### config.mk
export PLATFORM = sky130hd
export DESIGN_NAME = issel_top
export DESIGN_NICKNAME = d
export VERILOG_FILES = /design/src/hdl/issel_pkg.sv /design/src/hdl/issel_top.sv /design/src/hdl/issel_select.sv
export SDC_FILE = /design/constraint.sdc
export NUM_CORES = 1
export LEC_CHECK = 0
export ABC_CLOCK_PERIOD_IN_PS = 1600
export BUFFER_PORTS_ARGS = -buffer_cell sky130_fd_sc_hd__buf_2
export CORE_MARGIN = 2
export CORE_UTILIZATION = 34
export DETAILED_ROUTE_END_ITERATION = 7
export PLACE_DENSITY = 0.6
export SETUP_SLACK_MARGIN = 0.3
export SYNTH_ARGS = -nofsm -noshare
export SYNTH_HDL_FRONTEND = slang
export SYNTH_HIERARCHICAL = 1
export SYNTH_SLANG_ARGS = --single-unit
### constraint.sdc
create_clock -name aclk -period 1.6 [get_ports aclk]
set_input_delay 0.08 -clock aclk [delete_from_list [all_inputs] [get_ports aclk]]
set_output_delay 0.08 -clock aclk [all_outputs]
set_load 0.1 [all_outputs]
### src/hdl/issel_pkg.sv
/*
 Package for the interrupt shadow set select block: register offsets,
 field positions, reset values and codes.
 Assumes nothing of its surroundings.
*/
package issel_pkg;
   // Register offsets (byte addresses)
   localparam logic [3:0] ISSEL_OFS_MAP = 4'h0;
   localparam logic [3:0] ISSEL_OFS_CTRL = 4'h4;
   localparam logic [3:0] ISSEL_OFS_STAT = 4'h8;
   // Field positions in the map register
   localparam int ISSEL_POS_SV_EN = 0;
   localparam int ISSEL_POS_LVL1 = 4;
   localparam int ISSEL_FIELD_W = 4;
   localparam int ISSEL_NUM_LVL = 5;
   // Field position in the control register
   localparam int ISSEL_POS_MULTI_VEC = 12;
   // Reset values
   localparam logic [31:0] ISSEL_MAP_RST = 32'h0000_0000;
   localparam logic ISSEL_MULTI_VEC_RST = 1'h0;
   // Writable bits of the map register: fields 23..4 and bit 0
   localparam logic [31:0] ISSEL_MAP_WMASK = 32'h00FF_FFF1;
   // Shadow set codes
   localparam logic [3:0] ISSEL_SET0 = 4'h0;
   localparam logic [3:0] ISSEL_SET1 = 4'h1;
   // AXI responses
   localparam logic [1:0] ISSEL_RESP_OKAY = 2'h0;
   localparam logic [1:0] ISSEL_RESP_SLVERR = 2'h2;
endpackage

### src/hdl/issel_top.sv
/*
 Interrupt shadow set select block with an AXI4-Lite register slave.
 Assumes one clock (aclk, 25 MHz), synchronous active-low reset, and a
 core that pulses entry_valid with the accepted priority level.
*/
`timescale 1ns/1ns
module issel_top
(
   // Clock and reset
   input wire logic aclk,
   input wire logic aresetn,
   // AXI4-Lite write address
   input wire logic [3:0] s_awaddr,
   input wire logic s_awvalid,
   output logic s_awready,
   // AXI4-Lite write data
   input wire logic [31:0] s_wdata,
   input wire logic [3:0] s_wstrb,
   input wire logic s_wvalid,
   output logic s_wready,
   // AXI4-Lite write response
   output logic [1:0] s_bresp,
   output logic s_bvalid,
   input wire logic s_bready,
   // AXI4-Lite read address
   input wire logic [3:0] s_araddr,
   input wire logic s_arvalid,
   output logic s_arready,
   // AXI4-Lite read data
   output logic [31:0] s_rdata,
   output logic [1:0] s_rresp,
   output logic s_rvalid,
   input wire logic s_rready,
   // Core interrupt entry
   input wire logic entry_valid,
   input wire logic [2:0] entry_level,
   output logic set_valid_r,
   output logic set_use_shadow_r,
   output logic [3:0] set_num_r
);
   logic [31:0] map_r, map_nxt;
   logic multi_vec_r, multi_vec_nxt;
   logic [3:0] awaddr_r;
   logic aw_have_r, w_have_r;
   logic [31:0] wdata_r;
   logic [3:0] wstrb_r;
   logic [7:0] entry_cnt_r;

   function automatic logic [31:0] merge(input logic [31:0] old_v, input logic [31:0] new_v,
                                         input logic [3:0] strb);
      logic [31:0] res;
      res = old_v;
      for (int i = 0; i < 4; i++)
      begin
         if (strb[i])
            res[i*8 +: 8] = new_v[i*8 +: 8];
      end
      return res;
   endfunction

   // Write channel: address and data taken independently
   wire aw_take = s_awvalid && s_awready;
   wire w_take = s_wvalid && s_wready;
   wire wr_go = aw_have_r && w_have_r && !s_bvalid;
   // Next states feed the ready flops, so ready is a plain register output
   wire aw_have_nxt = aw_take || (aw_have_r && !wr_go);
   wire w_have_nxt = w_take || (w_have_r && !wr_go);
   wire bvalid_nxt = wr_go || (s_bvalid && !s_bready);
   wire wr_map = wr_go && awaddr_r == issel_pkg::ISSEL_OFS_MAP;
   wire wr_ctrl = wr_go && awaddr_r == issel_pkg::ISSEL_OFS_CTRL;
   wire wr_ok = wr_map || wr_ctrl;
   wire [31:0] map_merged = merge(map_r, wdata_r, wstrb_r);
   wire [31:0] ctrl_word = {19'h0, multi_vec_r, 12'h0};
   wire [31:0] ctrl_merged = merge(ctrl_word, wdata_r, wstrb_r);

   // Unimplemented bits never store, so they read zero
   assign map_nxt = wr_map ? (map_merged & issel_pkg::ISSEL_MAP_WMASK) : map_r;
   assign multi_vec_nxt = wr_ctrl ? ctrl_merged[issel_pkg::ISSEL_POS_MULTI_VEC] : multi_vec_r;

   always_ff @(posedge aclk)
   begin
      if (!aresetn)
      begin
         map_r <= issel_pkg::ISSEL_MAP_RST;
         multi_vec_r <= issel_pkg::ISSEL_MULTI_VEC_RST;
      end
      else
      begin
         map_r <= map_nxt;
         multi_vec_r <= multi_vec_nxt;
      end
   end

   always_ff @(posedge aclk)
   begin
      if (!aresetn)
      begin
         aw_have_r <= 1'b0;
         w_have_r <= 1'b0;
         awaddr_r <= 4'h0;
         wdata_r <= 32'h0000_0000;
         wstrb_r <= 4'h0;
         s_bvalid <= 1'b0;
         s_bresp <= issel_pkg::ISSEL_RESP_OKAY;
      end
      else
      begin
         if (aw_take)
         begin
            aw_have_r <= 1'b1;
            awaddr_r <= {s_awaddr[3:2], 2'h0};
         end
         else if (wr_go)
            aw_have_r <= 1'b0;
         if (w_take)
         begin
            w_have_r <= 1'b1;
            wdata_r <= s_wdata;
            wstrb_r <= s_wstrb;
         end
         else if (wr_go)
            w_have_r <= 1'b0;
         if (wr_go)
         begin
            s_bvalid <= 1'b1;
            s_bresp <= wr_ok ? issel_pkg::ISSEL_RESP_OKAY : issel_pkg::ISSEL_RESP_SLVERR;
         end
         else if (s_bready)
            s_bvalid <= 1'b0;
      end
   end
   always_ff @(posedge aclk)
   begin
      if (!aresetn)
      begin
         s_awready <= 1'b1;
         s_wready <= 1'b1;
      end
      else
      begin
         s_awready <= !aw_have_nxt && !bvalid_nxt;
         s_wready <= !w_have_nxt && !bvalid_nxt;
      end
   end

   // Read channel
   wire ar_take = s_arvalid && s_arready;
   wire [3:0] ar_word = {s_araddr[3:2], 2'h0};
   wire rd_map = ar_word == issel_pkg::ISSEL_OFS_MAP;
   wire rd_ctrl = ar_word == issel_pkg::ISSEL_OFS_CTRL;
   wire rd_stat = ar_word == issel_pkg::ISSEL_OFS_STAT;
   wire [31:0] stat_word = {19'h0, set_use_shadow_r, set_num_r, entry_cnt_r};
   wire [31:0] rd_data = rd_map ? map_r : rd_ctrl ? ctrl_word : rd_stat ? stat_word : 32'h0000_0000;
   wire rvalid_nxt = ar_take || (s_rvalid && !s_rready);

   always_ff @(posedge aclk)
   begin
      if (!aresetn)
         s_arready <= 1'b1;
      else
         s_arready <= !rvalid_nxt;
   end

   always_ff @(posedge aclk)
   begin
      if (!aresetn)
      begin
         s_rvalid <= 1'b0;
         s_rdata <= 32'h0000_0000;
         s_rresp <= issel_pkg::ISSEL_RESP_OKAY;
      end
      else if (ar_take)
      begin
         s_rvalid <= 1'b1;
         s_rdata <= rd_data;
         s_rresp <= (rd_map || rd_ctrl || rd_stat) ? issel_pkg::ISSEL_RESP_OKAY : issel_pkg::ISSEL_RESP_SLVERR;
      end
      else if (s_rready)
         s_rvalid <= 1'b0;
   end

   // Set selection
   wire sel_use;
   wire [3:0] sel_num;
   issel_select u_select
   (
      .map_reg(map_r),
      .multi_vector_enable(multi_vec_r),
      .level(entry_level),
      .use_shadow(sel_use),
      .set_num(sel_num)
   );

   // Registered answer one cycle after entry; set_valid_r pulses one cycle, set_use_shadow_r and set_num_r held until the next entry
   always_ff @(posedge aclk)
   begin
      if (!aresetn)
      begin
         set_valid_r <= 1'b0;
         set_use_shadow_r <= 1'b0;
         set_num_r <= issel_pkg::ISSEL_SET0;
         entry_cnt_r <= 8'h00;
      end
      else
      begin
         set_valid_r <= entry_valid;
         if (entry_valid)
         begin
            set_use_shadow_r <= sel_use;
            set_num_r <= sel_num;
            entry_cnt_r <= entry_cnt_r + 8'h01;
         end
      end
   end

   // Assertions
   reserved_zero_a: assert property (@(posedge aclk) disable iff (!aresetn)
      map_r[3:1] == 3'h0) else $error("map reserved bits not zero");
   field_store_a: assert property (@(posedge aclk) disable iff (!aresetn)
      wr_map && wstrb_r == 4'hF |=> map_r[23:4] == $past(wdata_r[23:4]))
      else $error("level fields not stored");
   multi_entry_a: assert property (@(posedge aclk) disable iff (!aresetn)
      entry_valid && multi_vec_r && entry_level == 3'h3 |=> set_num_r == $past(map_r[15:12]) && set_use_shadow_r)
      else $error("level 3 set wrong");
   lvl1_entry_a: assert property (@(posedge aclk) disable iff (!aresetn)
      entry_valid && multi_vec_r && entry_level == 3'h1 && map_r[7:4] == 4'h1 |=> set_num_r == 4'h1)
      else $error("level 1 set 1 wrong");
   lvl5_zero_a: assert property (@(posedge aclk) disable iff (!aresetn)
      entry_valid && multi_vec_r && entry_level == 3'h5 && map_r[23:20] == 4'h0 |=> set_num_r == 4'h0)
      else $error("level 5 set 0 wrong");
   single_vec_a: assert property (@(posedge aclk) disable iff (!aresetn)
      entry_valid && !multi_vec_r |=> set_use_shadow_r == $past(map_r[0]))
      else $error("single vector shadow wrong");
   fields_ignored_a: assert property (@(posedge aclk) disable iff (!aresetn)
      entry_valid && !multi_vec_r && !map_r[0] |=> set_num_r == 4'h0 && !set_use_shadow_r)
      else $error("fields used without multi vector");
   entry_pulse_a: assert property (@(posedge aclk) disable iff (!aresetn)
      entry_valid |=> set_valid_r ##1 (set_valid_r == $past(entry_valid)))
      else $error("entry answer timing wrong");
   write_resp_a: assert property (@(posedge aclk) disable iff (!aresetn)
      wr_go |=> s_bvalid) else $error("no write response");
   cover_multi_entry: cover property (@(posedge aclk) entry_valid && multi_vec_r);
   cover_sv_entry: cover property (@(posedge aclk) entry_valid && !multi_vec_r && map_r[0]);
   cover_write_map: cover property (@(posedge aclk) wr_map);
   cover_read_stat: cover property (@(posedge aclk) ar_take && rd_stat);
endmodule // issel_top

### src/hdl/issel_select.sv
/*
 Shadow set selection from the map register, the multi-vector enable and
 the accepted interrupt's priority level. Purely combinational.
 Assumes the level is 0..7; levels 6, 7 and 0 have no field here.
*/
`timescale 1ns/1ns
module issel_select
(
   // Configuration
   input wire logic [31:0] map_reg,
   input wire logic multi_vector_enable,
   // Accepted interrupt
   input wire logic [2:0] level,
   // Result
   output logic use_shadow,
   output logic [3:0] set_num
);
   logic [3:0] field [0:7];
   wire [3:0] lvl_field;

   genvar g;
   generate
      for (g = 0; g < 8; g++)
      begin : g_field
         if (g >= 1 && g <= issel_pkg::ISSEL_NUM_LVL)
         begin : g_impl
            // Level g field at bits 4g+3..4g
            assign field[g] = map_reg[issel_pkg::ISSEL_POS_LVL1 + (g - 1) * issel_pkg::ISSEL_FIELD_W +: 4];
         end
         else
         begin : g_none
            assign field[g] = issel_pkg::ISSEL_SET0;
         end
      end
   endgenerate

   assign lvl_field = field[level];
   // Per-level fields only count in multi-vector mode
   always_comb
   begin
      if (multi_vector_enable)
      begin
         use_shadow = 1'b1;
         set_num = lvl_field;
      end
      else
      begin
         use_shadow = map_reg[issel_pkg::ISSEL_POS_SV_EN];
         set_num = map_reg[issel_pkg::ISSEL_POS_SV_EN] ? issel_pkg::ISSEL_SET1 : issel_pkg::ISSEL_SET0;
      end
   end
endmodule // issel_select

==> impl_results.md <==
- Die height: 111 um
- Worst R2R Start: s_bvalid$_SDFFE_PN0P_
- Mux cell area share after synthesis: 9.75%
- Post-route ant nets: 0
- Ant diodes: 0
- Die width: 111 um
- Routability cong.: 0.776
- Post-synthesis adder-cell area fraction: less than 1%
- IO Count: 102
- GRT overflow: 0
- CP startpoint: s_bvalid$_SDFFE_PN0P_
- Largest net degree at the start of global routing: 59
- Xor/xnor share of the synthesized area: 0.904%
- Fin util: between 40% and 50%
- Max-Cap Viols: 0
- Clock share of power: 44.3%
- Vias in the first global route: about 3100
- Leak: 2.08 nW
- Final WS setup: between 300 and 400 ps
- Proportion of synthesized chip area in sequential cells: 49.0%
- Synth top area share: 49.0%
- Combinational power share: 10.8%
- Post-synthesis instance area: 3880 um^2
- Drt total wl: 9210 um
- Root Driver: clkbuf_16
- Initial antenna violation count: 0
- Crit path time final: between 1000 and 1500 ps
- Post-synth EDFFs: 0
- PortBufs: 75
- Via Count: between 3000 and 4000
- Worst Path Max Fanout: 8
- RSZ-0062 raised after global routing: true
- Fmax: roughly 0.78 GHz
- Worst hold path type: in2reg
- Most area-consuming cells after synthesis: dfxtp_1, nand2_1, mux2i_1, a21oi_1, buf_4
- Synthesized area per cell: approximately 9 um^2
- Post-synthesis compound-gate area fraction: 12.7%
- Worst setup EP type: flop
- Sink Count: 95
- Switching power: 0.00138 W
- Starting Density: 35.3%
- Status: finished clean
- Worst path arrival time: approximately 1500 ps
- Post-synth top flop: dfxtp_1
- Clock transition at the registers of the reported paths: 60 ps
- Vias per cell: between 4 and 5
- Largest family of logic cells by synthesized area: simple AND/OR/NAND/NOR gates
- Hold Vio Cnt, Final: 0
- Final Cycle Share: 79.8%
- Skew-Pair Late Insertion Delay: approximately 340 ps
- Synth Area in Simple Gates: roughly a fifth
- Int Pwr: 0.00415 W
- Setup TNS: 0 ps
- Synthesized instance count: about 430
- Yosys cell types: between 40 and 50
- DRT Pass-1 Iters: 4
- FF+latch count, synth: between 90 and 100
- Fraction of registers with async set/reset: 0%
- Global-route wire length before repair: 15200 um
- Row count: 38
- Worst Setup Start Kind: flop
- Pins Over Slew Limit: 0
- Final HPWL DP: 6380 um
- TritonCTS clock tree: yes
- Share of cells above drive strength 1: 25.2%
- Synth area leader: dfxtp_1
- Hold_sp: s_awvalid
- Flop pwr share: about 45%
- Pwr Density: 1100 nW/um^2
- Area delta synth->final: 29.7%
- Max H-tree Level: 3
- Place WS: roughly 240 ps
- Peak supply drop: 0.000542 V
- CORE AREA: 11000 um^2
- Setup Skew: 3.59 ps
- Final setup viols: 0
- WS Path Type: reg2reg
- Fin nets: 582
- Die footprint: 12300 um^2
- Switch share: around a quarter
- YS warnings: 6
- GR Util All Layers: 15.2%
- Wirelength per Cell: 13.7 um
- CP Data Required Time: 1860 ps
- 1st-iter DRT viols: about 150
- Max clock buf depth: 2
- Cts bufs inserted: 9
- Drt drc: 0
## what timing repair did
action | 4_1_cts | 5_1_grt
pin swaps | 2 | 1
hold buffers | 26 | 0
resized for setup | 4 | 7
gates cloned | 0 | 0
setup endpoints to repair | 8 | 25
setup buffers | 3 | 4
endpoints found under the hold margin | 26 | 0
## power groups by stage
| stage | Sequential (W) | Combinational, W | Clock (W) |
|---|---|---|---|
| detailed placement | 0.00253 | 0.000540 | 0 |
| global route | 0.00249 | 0.000645 | 0.00259 |
| finish | 0.00248 | 0.000595 | 0.00245 |
| CTS | 0.00248 | 0.000594 | 0.00249 |
| floorplan | 0.00262 | 0.000349 | 0 |
| global placement | 0.00253 | 0.000535 | 0 |
## layout make-up
cell class	instances	area, um^2
clock buffers	9	225
well taps	140	175
multi-input cells	300	1800
inverters	4	15.0
flip-flops and latches	95	1920
repair buffers	116	772
clock inverters	7	118
fillers	1074	5960
## path summary, 6_finish.rpt
kind                                   end  slack (ps)  cells after the start
setup reg to reg    map_r[12]$_SDFFE_PN0P_         320                      4
setup / recovery    map_r[12]$_SDFFE_PN0P_         320                      4
hold reg to reg    s_rresp[1]$_SDFFE_PN0P_         450                      2
hold / removal    awaddr_r[3]$_SDFFE_PN0P_          20                      3
## critical path: stages (launching register included)
cell and delay (ps):
dfxtp_4 360, nand4bb_4 240, nor3b_2 210, buf_6 180
mux2i_1 220
## logic make-up after synthesis
kind of cell    Yosys count
compound gates           78
xor+xnor                  4
fa+ha+maj                 1
buf+inv                  41
flops                    95
mux                      37
other cells               1
simple gates            170
## per-stage QoR
| stage | instances | area, um^2 | power (W) | hold slack (ps) |
|---|---|---|---|---|
| floorplan | 436 | 3950 | 0.00297 | 216 |
| global placement | 622 | 4340 | 0.00306 | 321 |
| detailed placement | 622 | 4340 | 0.00307 | 326 |
| CTS | 667 | 4980 | 0.00556 | 16.4 |
| global route | 671 | 5030 | 0.00573 | 43.2 |
| finish | 671 | 5030 | 0.00553 | 19.5 |
## registers in the layout, indices dropped and copies added, names as in the netlist, 2 cells and up
| register | cells |
|---|---|
| s_rdata | 24 |
| map_r | 21 |
| wdata_r | 21 |
| entry_cnt_r | 8 |
| set_num_r | 4 |
| wstrb_r | 3 |
| awaddr_r | 2 |
## layer usage
metal	global-route usage, %	up-vias	part of all wire [%]
met2	24.0	67	45
met4	7.00	0	1.7
met5	0	-	0
li1	-	1642	-
met1	20.4	1456	50
met3	2.57	10	3.5
## layout by cell type, fill, tap and decap left out, types with 3 or more instances in the layout
cell type / n
dfxtp_1: 84
nand2_1: 103
xor2_1: 3
and3_1: 10
or3_1: 3
dfxtp_2: 8
inv_1: 4
o22ai_1: 3
a22oi_1: 13
mux2i_1: 33
buf_6: 3
a221o_1: 8
bufinv_16: 3
nand4_1: 3
a21oi_1: 38
conb_1: 10
nand3_1: 9
dfxtp_4: 3
buf_2: 75
dlygate4sd3_1: 26
o21ai_0: 9
clkbuf_16: 9
nor2_1: 22
buf_4: 11
## synthesized netlist by cell type, types with 4 or more instances
| cell type | instances |
|---|---|
| buf_2 | 12 |
| o21ai_0 | 9 |
| nor2_1 | 22 |
| nand3_1 | 9 |
| a21oi_1 | 38 |
| mux2i_1 | 34 |
| dfxtp_1 | 95 |
| a221o_1 | 8 |
| nand2_1 | 104 |
| and3_1 | 10 |
| clkbuf_1 | 9 |
| buf_4 | 14 |
| a22oi_1 | 13 |
| inv_1 | 4 |
No activity file was read; power rests on OpenSTA's default activity.
